--- config.mk ---
export PLATFORM = sky130hd
export DESIGN_NAME = ucf_framer
export DESIGN_NICKNAME = d
export VERILOG_FILES = /design/src/ucf_pkg.sv /design/src/ucf_tx_framer.sv /design/src/ucf_framer.sv
export VERILOG_INCLUDE_DIRS = /design/src /design/src/src
export SDC_FILE = /design/constraint.sdc
export NUM_CORES = 1
export LEC_CHECK = 0
export ABC_AREA = 1
export CAP_MARGIN = 10
export CELL_PAD_IN_SITES_DETAIL_PLACEMENT = 0
export CELL_PAD_IN_SITES_GLOBAL_PLACEMENT = 1
export CORE_MARGIN = 4
export CORE_UTILIZATION = 50
export DETAILED_ROUTE_END_ITERATION = 8
export DONT_BUFFER_PORTS = 1
export GPL_ROUTABILITY_DRIVEN = 0
export PLACE_DENSITY = 0.91
export SYNTH_ARGS = -nofsm -noshare
export SYNTH_HDL_FRONTEND = slang
export SYNTH_SLANG_ARGS = --single-unit
--- constraint.sdc ---
create_clock -name sys_clk -period 5.7 [get_ports sys_clk]
set_clock_uncertainty 0.2 [all_clocks]
set_input_delay 0.57 -clock sys_clk [delete_from_list [all_inputs] [get_ports sys_clk]]
set_output_delay 0.57 -clock sys_clk [all_outputs]
set_load 0.005 [all_outputs]
--- src/ucf_defs.svh ---
`ifndef UCF_DEFS_SVH
`define UCF_DEFS_SVH

`define UCF_START_BYTE   8'h02
`define UCF_END_BYTE     8'h03
`define UCF_TYPE_REQUEST 8'h52
`define UCF_TYPE_CONFIRM 8'h43
`define UCF_TYPE_INDICAT 8'h69
`define UCF_TYPE_RESPONS 8'h72
`define UCF_MAX_PAYLOAD  16'd333
`define UCF_LEN_W        16
`define UCF_PWR_W        3

`endif

--- src/ucf_pkg.sv ---
package ucf_pkg;
   typedef enum logic [2:0] {
      UCF_RADIO_OFF  = 3'b001,
      UCF_RADIO_SCAN = 3'b010,
      UCF_RADIO_LINK = 3'b100
   } ucf_radio_e;

   typedef enum logic [2:0] {
      power_state_all_off        = 3'd0,
      power_state_uart_only      = 3'd1,
      power_state_scan_uart_off  = 3'd2,
      power_state_scan_uart_on   = 3'd3,
      power_state_link_uart_off  = 3'd4,
      power_state_link_uart_on   = 3'd5
   } ucf_power_e;
endpackage

--- src/ucf_tx_framer.sv ---
`timescale 1ns/1ps
`include "ucf_defs.svh"
// serialises one frame: start, type, opcode, len lsb, len msb, sum, data, end
module ucf_tx_framer (
   input  wire logic        sys_clk,
   input  wire logic        resetn,
   input  wire logic        start,
   input  wire logic [7:0]  pkt_type,
   input  wire logic [7:0]  opcode,
   input  wire logic [15:0] length,
   input  wire logic [7:0]  pl_data,
   output logic             pl_take,
   output logic [7:0]       byte_data,
   output logic             byte_valid,
   input  wire logic        byte_ready,
   output logic             busy
);
   typedef enum logic [8:0] {
      TX_IDLE = 9'b0_0000_0001, TX_TYPE = 9'b0_0000_0010,
      TX_OPC  = 9'b0_0000_0100, TX_LENL = 9'b0_0000_1000,
      TX_LENH = 9'b0_0001_0000, TX_SUM  = 9'b0_0010_0000,
      TX_DATA = 9'b0_0100_0000, TX_END  = 9'b0_1000_0000,
      TX_STX  = 9'b1_0000_0000
   } ucf_tx_e;
   ucf_tx_e     st_ff, nxt_st;
   logic [7:0]  typ_ff, nxt_typ, opc_ff, nxt_opc;
   logic [15:0] len_ff, nxt_len, cnt_ff, nxt_cnt;
   logic [7:0]  sum;
   logic        adv;

   assign sum = 8'(typ_ff + opc_ff + len_ff[7:0] + len_ff[15:8]);
   assign adv = byte_ready;
   assign busy = (st_ff != TX_IDLE);
   assign byte_valid = busy;
   assign pl_take = (st_ff == TX_DATA) && adv;

   always_comb begin
      unique case (st_ff)
         TX_TYPE: byte_data = typ_ff;
         TX_OPC:  byte_data = opc_ff;
         TX_LENL: byte_data = len_ff[7:0];
         TX_LENH: byte_data = len_ff[15:8];
         TX_SUM:  byte_data = sum;
         TX_DATA: byte_data = pl_data;
         TX_END:  byte_data = `UCF_END_BYTE;
         default: byte_data = `UCF_START_BYTE;
      endcase
   end

   always_comb begin
      nxt_st = st_ff;
      nxt_typ = typ_ff;
      nxt_opc = opc_ff;
      nxt_len = len_ff;
      nxt_cnt = cnt_ff;
      unique case (st_ff)
         TX_IDLE: if (start) begin
            nxt_typ = pkt_type;
            nxt_opc = opcode;
            nxt_len = (length > `UCF_MAX_PAYLOAD) ? `UCF_MAX_PAYLOAD
                                                  : length;
            nxt_st  = TX_STX;
         end
         TX_STX:  if (adv) nxt_st = TX_TYPE;
         TX_TYPE: if (adv) nxt_st = TX_OPC;
         TX_OPC:  if (adv) nxt_st = TX_LENL;
         TX_LENL: if (adv) nxt_st = TX_LENH;
         TX_LENH: if (adv) nxt_st = TX_SUM;
         TX_SUM:  if (adv) begin
            nxt_cnt = len_ff;
            nxt_st = (len_ff == 16'h0000) ? TX_END : TX_DATA;
         end
         TX_DATA: if (adv) begin
            nxt_cnt = cnt_ff - 16'h0001;
            if (cnt_ff == 16'h0001) nxt_st = TX_END;
         end
         TX_END:  if (adv) nxt_st = TX_IDLE;
         default: nxt_st = TX_IDLE;
      endcase
   end

   always_ff @(posedge sys_clk) begin
      if (!resetn) begin
         st_ff  <= TX_IDLE;
         typ_ff <= 8'h00;
         opc_ff <= 8'h00;
         len_ff <= 16'h0000;
         cnt_ff <= 16'h0000;
      end else begin
         st_ff  <= nxt_st;
         typ_ff <= nxt_typ;
         opc_ff <= nxt_opc;
         len_ff <= nxt_len;
         cnt_ff <= nxt_cnt;
      end
   end
endmodule

--- src/ucf_framer.sv ---
`timescale 1ns/1ps
`include "ucf_defs.svh"
// What this block does
// - frames begin with byte 02 and end with byte 03
// - field order: start, type, opcode, two length bytes, sum, data, end
// - payload length never above 333 bytes
// - checksum is low byte of type+opcode+length bytes, payload excluded
// - opcode passes through unchanged beside the packet type
// - each received request gets exactly one confirm, type 43
// - unsolicited events go out as indications, type 69
// - transparent mode passes bytes straight through, no parsing
// - transport comes up enabled after reset
// - only host disable command turns transport off; wake turns it on
// - on disable: send confirm, drain, then shut uart down
// - while disabled, a falling cts edge wakes the transport
// - to send while disabled, assert rts to wake the host
// - module wake: after host rts, empty indication event first, then pending
// - host rts while disabled: enable uart and assert own rts
// - host wake: send transport enabled event
// - power state combines uart activity and radio activity
module ucf_framer
   import ucf_pkg::*;
#(
   parameter int MAX_PAYLOAD = 333
) (
   input  wire logic        sys_clk,
   input  wire logic        resetn,
   input  wire logic [7:0]  rx_byte,
   input  wire logic        rx_valid,
   input  wire logic        rx_break,
   output logic [7:0]       tx_byte,
   output logic             tx_valid,
   input  wire logic        tx_ready,
   input  wire logic        cts_n,
   output logic             rts_n,
   output logic             uart_enabled,
   output logic [7:0]       cmd_type,
   output logic [7:0]       cmd_opcode,
   output logic [15:0]      cmd_length,
   output logic             cmd_valid,
   output logic [7:0]       cmd_data,
   output logic             cmd_data_valid,
   output logic             frame_error,
   input  wire logic        disable_cmd,
   input  wire logic        transparent_req,
   output logic             transparent,
   output logic [7:0]       link_byte,
   output logic             link_valid,
   input  wire logic        cfm_req,
   input  wire logic        ind_req,
   input  wire logic [7:0]  ans_opcode,
   input  wire logic [15:0] ans_length,
   input  wire logic [7:0]  ans_data,
   output logic             ans_take,
   output logic             ans_done,
   input  wire logic        wake_cfm_opcode_sel,
   input  wire logic [7:0]  wake_opcode,
   input  ucf_pkg::ucf_radio_e radio_state,
   output ucf_pkg::ucf_power_e power_state
);
   import ucf_pkg::*;

   initial begin
      if (MAX_PAYLOAD < 1 || MAX_PAYLOAD > 65535)
         $error("payload limit out of range");
   end

   typedef enum logic [7:0] {
      RX_HUNT = 8'b0000_0001, RX_TYPE = 8'b0000_0010,
      RX_OPC  = 8'b0000_0100, RX_LENL = 8'b0000_1000,
      RX_LENH = 8'b0001_0000, RX_SUM  = 8'b0010_0000,
      RX_DATA = 8'b0100_0000, RX_END  = 8'b1000_0000
   } ucf_rx_e;

   typedef enum logic [4:0] {
      TP_ON    = 5'b0_0001,
      TP_DRAIN = 5'b0_0010,
      TP_OFF   = 5'b0_0100,
      TP_WAKE  = 5'b0_1000,
      TP_EVENT = 5'b1_0000
   } ucf_tp_e;

   // receive parser state
   ucf_rx_e     rx_ff, nxt_rx;
   logic [7:0]  typ_ff, nxt_typ, opc_ff, nxt_opc;
   logic [15:0] len_ff, nxt_len, cnt_ff, nxt_cnt;
   logic        ok_ff, nxt_ok;
   logic        cv_ff, nxt_cv, dv_ff, nxt_dv, fe_ff, nxt_fe;
   logic [7:0]  dat_ff, nxt_dat;
   logic        req_pend_ff, nxt_req_pend;
   // transparent path
   logic        tm_ff, nxt_tm;
   logic [7:0]  lb_ff, nxt_lb;
   logic        lv_ff, nxt_lv;
   // transport control
   ucf_tp_e     tp_ff, nxt_tp;
   logic        rts_n_ff, nxt_rts_n;
   logic        en_ff, nxt_en;
   logic        cts_d_ff, nxt_cts_d;
   logic        host_wake_ff, nxt_host_wake;
   logic        pend_ff, nxt_pend;
   ucf_power_e  pw_ff, nxt_pw;
   // transmitter
   logic        tx_start;
   logic [7:0]  tx_type, tx_opc;
   logic [15:0] tx_len;
   logic        tx_busy, pl_take;
   logic [7:0]  fr_byte;
   logic        fr_valid, fr_ready;
   logic        tbv_ff, nxt_tbv;
   logic [7:0]  tb_ff, nxt_tb;
   logic        busy_d_ff, nxt_busy_d;
   logic        ans_done_ff, nxt_ans_done;
   logic        ans_take_ff;
   logic [7:0]  sum_now;

   assign sum_now = 8'(typ_ff + opc_ff + len_ff[7:0] + len_ff[15:8]);

   // receive parser
   always_comb begin
      nxt_rx  = rx_ff;
      nxt_typ = typ_ff;
      nxt_opc = opc_ff;
      nxt_len = len_ff;
      nxt_cnt = cnt_ff;
      nxt_ok  = ok_ff;
      nxt_cv  = 1'b0;
      nxt_dv  = 1'b0;
      nxt_fe  = 1'b0;
      nxt_dat = dat_ff;
      nxt_req_pend = req_pend_ff;
      if (cfm_req && !tx_busy && !tbv_ff && tp_ff == TP_ON)
         nxt_req_pend = 1'b0;
      if (tm_ff || !en_ff) begin
         nxt_rx = RX_HUNT;
      end else if (rx_valid) begin
         unique case (rx_ff)
            RX_HUNT: if (rx_byte == `UCF_START_BYTE) nxt_rx = RX_TYPE;
            RX_TYPE: begin
               nxt_typ = rx_byte;
               nxt_rx = RX_OPC;
            end
            RX_OPC: begin
               nxt_opc = rx_byte;
               nxt_rx = RX_LENL;
            end
            RX_LENL: begin
               nxt_len = {8'h00, rx_byte};
               nxt_rx = RX_LENH;
            end
            RX_LENH: begin
               nxt_len = {rx_byte, len_ff[7:0]};
               nxt_rx = RX_SUM;
            end
            RX_SUM: begin
               nxt_cnt = len_ff;
               if (rx_byte != sum_now || len_ff > 16'(MAX_PAYLOAD)) begin
                  nxt_fe = 1'b1;
                  nxt_rx = RX_HUNT;
               end else begin
                  nxt_rx = (len_ff == 16'h0000) ? RX_END : RX_DATA;
               end
            end
            RX_DATA: begin
               nxt_dat = rx_byte;
               nxt_dv  = 1'b1;
               nxt_cnt = cnt_ff - 16'h0001;
               if (cnt_ff == 16'h0001) nxt_rx = RX_END;
            end
            RX_END: begin
               nxt_rx = RX_HUNT;
               if (rx_byte == `UCF_END_BYTE) begin
                  nxt_cv = 1'b1;
                  if (typ_ff == `UCF_TYPE_REQUEST)
                     nxt_req_pend = 1'b1;
               end else begin
                  nxt_fe = 1'b1;
               end
            end
            default: nxt_rx = RX_HUNT;
         endcase
      end
   end

   // transparent pass
   always_comb begin
      nxt_tm = tm_ff;
      nxt_lb = lb_ff;
      nxt_lv = 1'b0;
      if (tm_ff) begin
         if (rx_break) nxt_tm = 1'b0;
         else if (rx_valid) begin
            nxt_lb = rx_byte;
            nxt_lv = 1'b1;
         end
      end else if (transparent_req && en_ff) begin
         nxt_tm = 1'b1;
      end
   end

   // transport / wake control
   always_comb begin
      nxt_tp = tp_ff;
      nxt_rts_n = rts_n_ff;
      nxt_en = en_ff;
      nxt_cts_d = cts_n;
      nxt_host_wake = host_wake_ff;
      nxt_pend = pend_ff;
      tx_start = 1'b0;
      tx_type = `UCF_TYPE_CONFIRM;
      tx_opc = ans_opcode;
      tx_len = ans_length;
      unique case (tp_ff)
         TP_ON: begin
            nxt_rts_n = 1'b0;
            if (!tx_busy && !tbv_ff) begin
               if (cfm_req && req_pend_ff) begin
                  tx_start = 1'b1;
                  if (disable_cmd) nxt_tp = TP_DRAIN;
               end else if (ind_req) begin
                  tx_type = `UCF_TYPE_INDICAT;
                  tx_start = 1'b1;
               end
            end
         end
         TP_DRAIN: begin
            if (!tx_busy && !tbv_ff && !busy_d_ff) begin
               nxt_en = 1'b0;
               nxt_rts_n = 1'b1;
               nxt_tp = TP_OFF;
            end
         end
         TP_OFF: begin
            if (cts_d_ff && !cts_n) begin
               nxt_en = 1'b1;
               nxt_rts_n = 1'b0;
               nxt_host_wake = !pend_ff;
               nxt_tp = TP_EVENT;
            end else if (ind_req) begin
               nxt_pend = 1'b1;
               nxt_rts_n = 1'b0;
               nxt_tp = TP_WAKE;
            end
         end
         TP_WAKE: begin
            if (!cts_n) begin
               nxt_en = 1'b1;
               nxt_host_wake = 1'b0;
               nxt_tp = TP_EVENT;
            end
         end
         TP_EVENT: begin
            tx_type = `UCF_TYPE_INDICAT;
            tx_opc = wake_cfm_opcode_sel ? wake_opcode : ans_opcode;
            tx_len = 16'h0000;
            if (!tx_busy && !tbv_ff) begin
               tx_start = 1'b1;
               nxt_pend = 1'b0;
               nxt_host_wake = 1'b0;
               nxt_tp = TP_ON;
            end
         end
         default: nxt_tp = TP_ON;
      endcase
   end

   always_comb begin
      unique case (radio_state)
         UCF_RADIO_SCAN: nxt_pw = en_ff ? power_state_scan_uart_on
                                        : power_state_scan_uart_off;
         UCF_RADIO_LINK: nxt_pw = en_ff ? power_state_link_uart_on
                                        : power_state_link_uart_off;
         default:        nxt_pw = en_ff ? power_state_uart_only
                                        : power_state_all_off;
      endcase
   end

   ucf_tx_framer u_tx (
      .sys_clk    (sys_clk),
      .resetn     (resetn),
      .start      (tx_start),
      .pkt_type   (tx_type),
      .opcode     (tx_opc),
      .length     (tx_len),
      .pl_data    (ans_data),
      .pl_take    (pl_take),
      .byte_data  (fr_byte),
      .byte_valid (fr_valid),
      .byte_ready (fr_ready),
      .busy       (tx_busy)
   );

   // output register stage towards the uart
   // pause one cycle after each take so ans_data can step
   assign fr_ready = (!tbv_ff || tx_ready) && !ans_take_ff;
   always_comb begin
      nxt_tbv = tbv_ff;
      nxt_tb = tb_ff;
      if (tbv_ff && tx_ready) nxt_tbv = 1'b0;
      if (fr_valid && fr_ready) begin
         nxt_tbv = 1'b1;
         nxt_tb = fr_byte;
      end
      nxt_busy_d = tx_busy;
      nxt_ans_done = busy_d_ff && !tx_busy;
   end

   always_ff @(posedge sys_clk) begin
      if (!resetn) begin
         rx_ff <= RX_HUNT;
         typ_ff <= 8'h00;
         opc_ff <= 8'h00;
         len_ff <= 16'h0000;
         cnt_ff <= 16'h0000;
         ok_ff <= 1'b0;
         cv_ff <= 1'b0;
         dv_ff <= 1'b0;
         fe_ff <= 1'b0;
         dat_ff <= 8'h00;
         req_pend_ff <= 1'b0;
         tm_ff <= 1'b0;
         lb_ff <= 8'h00;
         lv_ff <= 1'b0;
         tp_ff <= TP_ON;
         rts_n_ff <= 1'b0;
         en_ff <= 1'b1;
         cts_d_ff <= 1'b1;
         host_wake_ff <= 1'b0;
         pend_ff <= 1'b0;
         pw_ff <= power_state_uart_only;
         tbv_ff <= 1'b0;
         tb_ff <= 8'h00;
         busy_d_ff <= 1'b0;
         ans_done_ff <= 1'b0;
         ans_take_ff <= 1'b0;
      end else begin
         rx_ff <= nxt_rx;
         typ_ff <= nxt_typ;
         opc_ff <= nxt_opc;
         len_ff <= nxt_len;
         cnt_ff <= nxt_cnt;
         ok_ff <= nxt_ok;
         cv_ff <= nxt_cv;
         dv_ff <= nxt_dv;
         fe_ff <= nxt_fe;
         dat_ff <= nxt_dat;
         req_pend_ff <= nxt_req_pend;
         tm_ff <= nxt_tm;
         lb_ff <= nxt_lb;
         lv_ff <= nxt_lv;
         tp_ff <= nxt_tp;
         rts_n_ff <= nxt_rts_n;
         en_ff <= nxt_en;
         cts_d_ff <= nxt_cts_d;
         host_wake_ff <= nxt_host_wake;
         pend_ff <= nxt_pend;
         pw_ff <= nxt_pw;
         tbv_ff <= nxt_tbv;
         tb_ff <= nxt_tb;
         busy_d_ff <= nxt_busy_d;
         ans_done_ff <= nxt_ans_done;
         ans_take_ff <= pl_take;
      end
   end

   // ans_take is the registered payload-advance strobe; ans_data must hold
   // the current payload byte and step on the cycle after ans_take
   assign ans_take = ans_take_ff;
   assign ans_done = ans_done_ff;
   assign tx_byte = tb_ff;
   assign tx_valid = tbv_ff;
   assign rts_n = rts_n_ff;
   assign uart_enabled = en_ff;
   assign cmd_type = typ_ff;
   assign cmd_opcode = opc_ff;
   assign cmd_length = len_ff;
   assign cmd_valid = cv_ff;
   assign cmd_data = dat_ff;
   assign cmd_data_valid = dv_ff;
   assign frame_error = fe_ff;
   assign transparent = tm_ff;
   assign link_byte = lb_ff;
   assign link_valid = lv_ff;
   assign power_state = pw_ff;
endmodule

==> impl_metrics.toml, run 1 <==
[yosys]
synth_compound_area_frac = 0.184
synthAdderAreaFrac = 0.0889
synth_common_cells = "nand2_1 (244), dfxtp_1 (153), a21oi_1 (132)"
netlist_instances = 1210
synth.area.top_cells = "dfxtp_1 (35%), nand2_1 (11%), a21oi_1 (7.6%), fa_1 (6.0%), o21ai_0 (5.7%)"
ys_ff_latch = 153
synth-simple-area-share = 0.266
netlist.area_leader.share = 0.353
async_flop_share = 0
synth-seq-area-share = 0.353
syn_area_um2 = 8670
syn_avg_cell_area_um2 = 7.17
netlist-cell-type-count = 51
synth_edf_count = 0
yosys.area.top_type = "dfxtp_1"
synth_fp_nets = 1318
synth_top_family_by_area = "simple AND/OR/NAND/NOR gates"
synth_top_flop_cell = "dfxtp_1"
synthMuxAreaShare = 0
yosys_warnings = 0
yosysMostFrequentCell = "nand2_1"
synthXorXnorAreaFrac = 0.0212

[global_route]
grt_util_met1 = 0.317
antenna_found_initial = 0
grt_pass1_vias = 7609
met3_usage = 0.0892
gr-usage-met2 = 0.434
globalRoute.totalOverflow = 0
grt_max_degree = 79
grt_pass1_wl_um = 41200
grt_use_total = 0.261
busiest_layer = "met2"

[drt]
first_pass_iters = 5
vias_per_cell = 5.70
totalWireLength_um = 25900
routedWlPerCell_um = 18.1
vias = 8152
drt_iter0_drc = 589
ant_nets = 0
drc = 0

[layout]
n_fill_cell = 1624
nNetsFinal = 1305
area.growth.synth_to_final_pct = 8.28
drive_gt1_frac = 0.0736
n_antenna_cell = 0

[die]
start_util = 0.517
coreArea_um2 = 16800
die_area_um2 = 19500
die_h_um = 140
dieWidth_um = 140
fp-row-count = 47
ios = 131

[clock_network]
postCtsSetupRepairBufs = 0
cts_sinks = 153
clk_pin_slew_ps = 70
max-clock-path-buffers = 2
insertion_delay_ps = 430
cts_resized = 0
cts-htree-levels = 4
cts_made_buffers = 17
cts_tree = "done"
holdBufCountCts = 4
cts_root_buf = "clkbuf_16"

[timing]
final-hold-violation-count = 0
setup_viol = 0
rsz0062_at_grt = "false"
setup_tns_ps = 0
fin_crit_sh = 0.616
fmax_mhz = 285
tightest_slew_ps = 988
slew_headroom = 0.339
maxSlewViolCount = 0
layout_min_cycle_time_ps = 3510

[run_status]
status = "finished, final reports clean"

[power_and_ir_drop]
vdd_drop_max_mv = 0.219
total_power_mw = 3.32
power_per_cell_area_nw_per_um2 = 353
p_leak_nw = 3.95

[setup_path]
cp_max_fo = 6
crit_arrival_ps = 3620
worst_setup_path_end_kind = "flop"
worst-setup-path-type = "reg2reg"
crit_required_ps = 5810
startpoint_type = "flop"

[place]
hpwl_um = 19300
port_buffers = 0

[worst_hold_path]
holdCritPathClass = "in2reg"

[run]
drv_cap = 0
sequential cells by signal (all words and copies together) (netlist names), 3 cells and up:
signal       count
tp_ff            5
link_byte        8
cmd_data         8
rx_ff            8
cmd_opcode       8
u_tx.opc_ff      8
cmd_type         8
u_tx.len_ff     16
tx_byte          8
power_state      3
cmd_length      16
u_tx.typ_ff      3
u_tx.cnt_ff     16
u_tx.st_ff       9
cnt_ff          16
cell type report:
cell class	count	area, um^2	share of cell area
multi-input combinational	871	4850	0.517
sequential	153	3060	0.326
timing repair buffer	6	57.6	0.00613
clock buffer	20	437	0.0465
tap	220	275	0.0293
inverter	148	564	0.0601
clock inverter	12	143	0.0152
metrics by stage:
step                setup WS (ps)  utilization  cells  hold slack (ps)  instance area, um^2
global placement             2290        0.523   1393              253                 8760
finish                       2190        0.560   1430             26.0                 9390
global route                 1960        0.560   1430             16.8                 9390
floorplan                    2480            -   1210              239                 8670
CTS                          2200        0.560   1429            0.847                 9380
detailed placement           2190        0.523   1393              254                 8760
kinds of logic after synthesis:
logic type,after synthesis
xor gates and xnor gates,21
adders and majority gates,46
and+or+nand+nor,505
DFF,153
AOI/OAI and AO/OA,299
buffers and inverters,186
placed cells by master (no fill, tap or decap), types with 4 or more instances in the layout:
cell type      netlist  layout
ha_1                20      20
xnor2_1             12      12
nand2_2              5       5
xor2_1               9       9
dfxtp_1            153     153
fa_1                26      26
clkbuf_16            0      17
nor2_1             102     102
o21ai_0             99      99
nand2_1            244     244
inv_1              125     124
dlygate4sd3_1        0       5
nor4_1              10      10
nor3_1              24      24
nand3_2              4       4
nor2_2               7       7
clkinv_4             1       4
o31ai_1              4       4
o211ai_1             5       5
o21ai_1             24      24
a21oi_1            132     132
nand4_1             23      23
nand3_1             62      62
inv_2               19      20
nor2_4               5       5
a31oi_1             21      21
a211oi_1             4       4
layer usage:
layer / part of all wire / vias up
met5: 0 / -
met3: 0.086 / 45
met1: 0.41 / 3793
met4: 0.028 / 0
met2: 0.48 / 306
li1: - / 4008
worst max-delay path, stage by stage, from the launching register on:
cell and delay, ps:
dfxtp_1 510, fa_1 470, inv_1 90, fa_1 410
inv_1 70, ha_1 180, inv_1 60, fa_1 490
xor2_1 150, nand3_1 80, nor2_1 100, nand3_1 70
nor2_1 120, nand3_1 110, nand2_1 100, nand2_1 50
o21ai_0 60, nand2_1 70
report_power, final:
group	switching, mW	total, mW	leakage (nW)	internal (mW)
combinational	0.579	0.894	2.44	0.315
sequential	0.126	1.30	1.24	1.17
clock	0.476	1.13	0.273	0.651
total	1.18	3.32	3.95	2.14
final timing paths:
path                                 startpoint               to  slack, ps  cells after the start
worst max-delay path              cmd_length[1]         rx_ff[0]       2190                     17
worst min-delay path                   rx_valid         rx_ff[1]         30                      1
worst max register to register    cmd_length[1]         rx_ff[0]       2190                     17
worst min register to register  u_tx.cnt_ff[15]  u_tx.cnt_ff[15]        260                      2
(Power assumes the default switching activity.)
==> run 2: changes to the inputs <==
Settings changed: ABC_AREA 1 to 0, CORE_UTILIZATION 50 to 48, PLACE_DENSITY 0.91 to 0.85.
Clock period 5.7 ns to 3.4 ns, I/O delays scaled along.
==> impl_metrics.toml, run 2 <==
[yosys]
synth-simple-area-share = 0.255
synthAdderAreaFrac = 0.0873
synth_top_family_by_area = "simple AND/OR/NAND/NOR gates"
yosys_warnings = 0
yosysMostFrequentCell = "dfxtp_1"
synthMuxAreaShare = 0.0415
netlist_instances = 1057
synth_edf_count = 0
netlist-cell-type-count = 89
syn_area_um2 = 8830
synth_compound_area_frac = 0.195
yosys.area.top_type = "dfxtp_1"
netlist.area_leader.share = 0.347
async_flop_share = 0
synth_common_cells = "dfxtp_1 (153), nor2_1 (126), nand2_1 (95)"
synthXorXnorAreaFrac = 0.0288
synth.area.top_cells = "dfxtp_1 (35%), fa_1 (5.9%), nor2_1 (5.4%), a21oi_1 (4.8%), nand2_1 (4.0%)"
ys_ff_latch = 153
syn_avg_cell_area_um2 = 8.36
synth_top_flop_cell = "dfxtp_1"
synth-seq-area-share = 0.347
synth_fp_nets = 1165

[setup_path]
worst-setup-path-type = "reg2reg"
worstPathCellList = "fa_1 > inv_2 > fa_1 > inv_1 > ha_2 > inv_2 > fa_2 > xor2_1 > nand3_1 > nor4b_4 > nor4b_4 > buf_4 > a31o_4"
max_stage_delay_ps = 560
crit_path_start = "cmd_type[1]"
startpoint_type = "flop"
path_delay_family = "adder cells"
slowest_stage = "fa_1"
crit_required_ps = 3580
rrSetupSlack_ps = -140
r2r_end = "rx_ff[7]"
cp_max_fo = 3
r2r_cells = 13
crit_arrival_ps = 3720
worst_setup_path_end_kind = "flop"
timing.rr.start = "cmd_type[1]"
crit_buf_inv = 4

[power_and_ir_drop]
vdd_drop_max_mv = 0.500
p_leak_nw = 3.98
power_per_cell_area_nw_per_um2 = 529

[die]
start_util = 0.490
ios = 131
die_area_um2 = 20600
dieWidth_um = 144
die_h_um = 144
fp-row-count = 49
coreArea_um2 = 18000

[timing]
final.setup.worst_slack_ps = -140
holdWs_ps = 53.1
fmax_mhz = 282
setup_viol = 4
rsz0062_at_grt = "true"
slew_headroom = 0.491
setup_tns_ps = -498
fin_crit_sh = 1.04
layout_min_cycle_time_ps = 3540
tightest_slew_ps = 757
final-hold-violation-count = 0
maxSlewViolCount = 0

[clock_network]
cts_root_buf = "clkbuf_16"
clk_pin_slew_ps = 70
max-clock-path-buffers = 2
insertion_delay_ps = 440
cts-htree-levels = 4
cts_made_buffers = 17
cts_tree = "done"
cts_sinks = 153
postCtsSetupRepairBufs = 0

[drt]
first_pass_iters = 6
routedWlPerCell_um = 20.5
totalWireLength_um = 27900
drc = 0
vias_per_cell = 6.17
drt_iter0_drc = 755
ant_nets = 0
vias = 8368

[layout]
n_fill_cell = 1635
n_antenna_cell = 0
mostFrequentLayoutCells = "dfxtp_1 (151), nor2_1 (126), nand2_1 (95)"
instances_no_fill = 1357
final_common_cell = "dfxtp_1"
nNetsFinal = 1223
area.growth.synth_to_final_pct = 17.5
drive_gt1_frac = 0.121
final_area_um2 = 10400

[place]
hpwl_um = 19200
post_dp_cell_area_um2 = 9270
port_buffers = 0
dp_cells = 1278

[run]
drv_cap = 0

[worst_hold_path]
holdCritPathClass = "in2reg"
hold_end = "rx_ff[4]"
holdCritStartpoint = "resetn"
whs_path_depth = 2

[global_route]
globalRoute.totalOverflow = 0
grt_use_total = 0.273
antenna_found_initial = 0
grt_pass1_vias = 8066
grt_pass1_wl_um = 44400
grt_max_degree = 109

[run_status]
violations = "setup timing"
status = "finished, violations left"
-- run 2: timing repair --
item / 4_1_cts / 5_1_grt
setup endpoints to repair: 4 / 5
endpoints found under the hold margin: 98 / 0
resized for setup: 6 / 9
pin swaps: 4 / 4
hold buffers: 47 / 0
-- run 2: kinds of logic (layout without fill, tap and decap cells) --
kind of cell,Yosys count,after routing
buffers and inverters,94,165
multiplexers,36,36
AO/OA/AOI/OAI,267,267
AND/OR/NAND/NOR,432,432
flip-flops,153,153
adder cells (fa/ha/maj),46,46
XOR/XNOR,29,29
-- run 2: routing by layer --
| layer | part of all wire | GRT usage | up-vias |
|---|---|---|---|
| met5 | 0 | 0 | - |
| met4 | 0.029 | 0.0912 | 0 |
| li1 | - | - | 3955 |
| met3 | 0.080 | 0.0742 | 56 |
| met2 | 0.47 | 0.440 | 355 |
| met1 | 0.42 | 0.357 | 4002 |
-- run 2: report_power, final --
group	total (mW)	leakage [nW]	internal [mW]	switching, mW
logic	1.49	2.46	0.590	0.904
registers	2.13	1.24	1.92	0.209
clock network	1.87	0.276	1.03	0.841
-- run 2: cell type report --
cell class,count,area [um^2],share of cell area
Inverter,30,114,0.0110
Clock inverter,14,139,0.0134
Sequential cell,153,3070,0.295
Timing Repair Buffer,103,913,0.0880
Clock buffer,18,429,0.0413
Tap cell,229,287,0.0276
Multi-Input combinational cell,810,5430,0.523
-- run 2: per-stage QoR --
stage / setup slack, ps / util / power [mW]
floorplan: 20.6 / - / 3.22
global route: -323 / 0.576 / 5.77
finish: -140 / 0.576 / 5.50
CTS: -131 / 0.573 / 5.49
detailed placement: -217 / 0.514 / 3.55
global placement: -173 / 0.514 / 3.52
-- run 2: how the worst max path moves through the flow --
stage / cells past startpoint / to
floorplan: 13 / frame_error
global placement: 13 / rx_ff[7]
detailed placement: 13 / rx_ff[7]
global route: 13 / frame_error
finish: 13 / rx_ff[7]
CTS: 13 / rx_ff[7]
-- run 2: worst reg2reg max path: stages (launching register included) --
cell and delay (ps):
dfxtp_2 330, fa_1 560, inv_2 40, fa_1 430, inv_1 70, ha_2 180, inv_2 40, fa_2 520
xor2_1 160, nand3_1 130, nor4b_4 270, nor4b_4 250, buf_4 170, a31o_4 130
==> run 3: changes to the inputs <==
Settings changed: TNS_END_PERCENT from default to 5.
==> impl_metrics.toml, run 3 (synthesis results as in run 2) <==
[global_route]
globalRoute.totalOverflow = 0
grt_pass1_vias = 8064
grt_pass1_wl_um = 44400
grt_max_degree = 109
antenna_found_initial = 0
grt_use_total = 0.273

[timing]
fmax_mhz = 282
slew_headroom = 0.488
maxSlewViolCount = 0
tightest_slew_ps = 761
setup_viol = 4
final-hold-violation-count = 0
final.setup.worst_slack_ps = -143
rsz0062_at_grt = "true"
layout_min_cycle_time_ps = 3540
fin_crit_sh = 1.04

[setup_path]
worst_setup_path_end_kind = "flop"
crit_required_ps = 3580
crit_arrival_ps = 3720
startpoint_type = "flop"
worst-setup-path-type = "reg2reg"
cp_max_fo = 3

[die]
die_area_um2 = 20600
fp-row-count = 49
die_h_um = 144
dieWidth_um = 144
ios = 131
coreArea_um2 = 18000
start_util = 0.490

[drt]
vias = 8420
totalWireLength_um = 27900
routedWlPerCell_um = 20.5
drc = 0
wl_met2_um = 13000
wl_met3_um = 2210
ant_nets = 0
wl_met1_um = 11800
first_pass_iters = 5
vias_per_cell = 6.20
drt_iter0_drc = 691
maxUsedRoutingLayer = "met4"

[worst_hold_path]
holdCritPathClass = "in2reg"

[layout]
utilization = 0.576
area.growth.synth_to_final_pct = 17.5
final_common_cell = "dfxtp_1"
mostFrequentLayoutCells = "dfxtp_1 (151), nor2_1 (126), nand2_1 (95)"
final_area_um2 = 10400
nNetsFinal = 1223
n_antenna_cell = 0
n_fill_cell = 1635
drive_gt1_frac = 0.121

[place]
hpwl_um = 19200
port_buffers = 0
post_dp_cell_area_um2 = 9270

[clock_network]
cts_sinks = 153
cts_root_buf = "clkbuf_16"
cts-htree-levels = 4
cts_made_buffers = 17
insertion_delay_ps = 440
postCtsSetupRepairBufs = 0
max-clock-path-buffers = 2
cts_tree = "done"
clk_pin_slew_ps = 70

[power_and_ir_drop]
vdd_drop_max_mv = 0.493
total_power_mw = 5.50
p_leak_nw = 3.97
power_per_cell_area_nw_per_um2 = 530

[run_status]
status = "finished, violations left"
violations = "setup timing"

[run]
drv_cap = 0
-- run 3: cell counts in the layout (fill, tap and decap cells not counted) --
Identical to the previous run, type by type.
-- run 3: worst max-delay path: stages (launching register included) --
cell and delay [ps]:
dfxtp_2 330, fa_1 560, inv_2 40, fa_1 430
inv_1 70, ha_2 180, inv_2 40, fa_2 520
xor2_1 160, nand3_1 130, nor4b_4 280, nor4b_4 260
buf_4 160, a31o_4 130
-- run 3: path summary, 6_finish.rpt --
kind | start | endpoint | slack, ps | depth (start not counted)
setup / recovery | cmd_type[1] | rx_ff[7] | -140 | 13
hold / removal | resetn | rx_ff[4] | 50 | 2
setup reg to reg | cmd_type[1] | rx_ff[7] | -140 | 13
hold reg to reg | u_tx.cnt_ff[9] | u_tx.cnt_ff[9] | 270 | 2
-- run 3: layout make-up --
cell class / instances / area (um^2) / area share
clock buffers: 18 / 429 / 0.0414
flip-flops and latches: 153 / 3070 / 0.295
multi-input cells: 810 / 5430 / 0.523
well taps: 229 / 287 / 0.0276
clock inverters: 14 / 139 / 0.0134
repair buffers: 103 / 913 / 0.0880
inverters: 30 / 114 / 0.0110
-- run 3: through the flow --
stage / setup slack, ps / hold slack [ps] / instances / TNS, ps
floorplan: 20.6 / 216 / 1057 / 0
global route: -336 / 70.2 / 1357 / -1300
finish: -143 / 51.3 / 1357 / -502
detailed placement: -217 / 220 / 1278 / -816
CTS: -139 / 32.2 / 1357 / -432
global placement: -173 / 216 / 1278 / -638
-- run 3: timing repair --
action / CTS / global route
hold endpoints to repair: 98 / 0
hold buffers: 47 / 0
pin swaps: 0 / 2
resized for setup: 6 / 8
endpoints found under the setup margin: 4 / 5
-- run 3: power breakdown --
part | total (mW) | switching, mW | internal [mW]
Sequential | 2.13 | 0.205 | 1.92
Combinational | 1.50 | 0.905 | 0.591
Clock | 1.88 | 0.850 | 1.03
-- run 3: layer usage --
| layer | global-route usage | vias up |
|---|---|---|
| met5 | 0 | - |
| met4 | 0.0912 | 0 |
| met3 | 0.0742 | 66 |
| met2 | 0.440 | 357 |
| met1 | 0.356 | 4049 |
| li1 | - | 3948 |
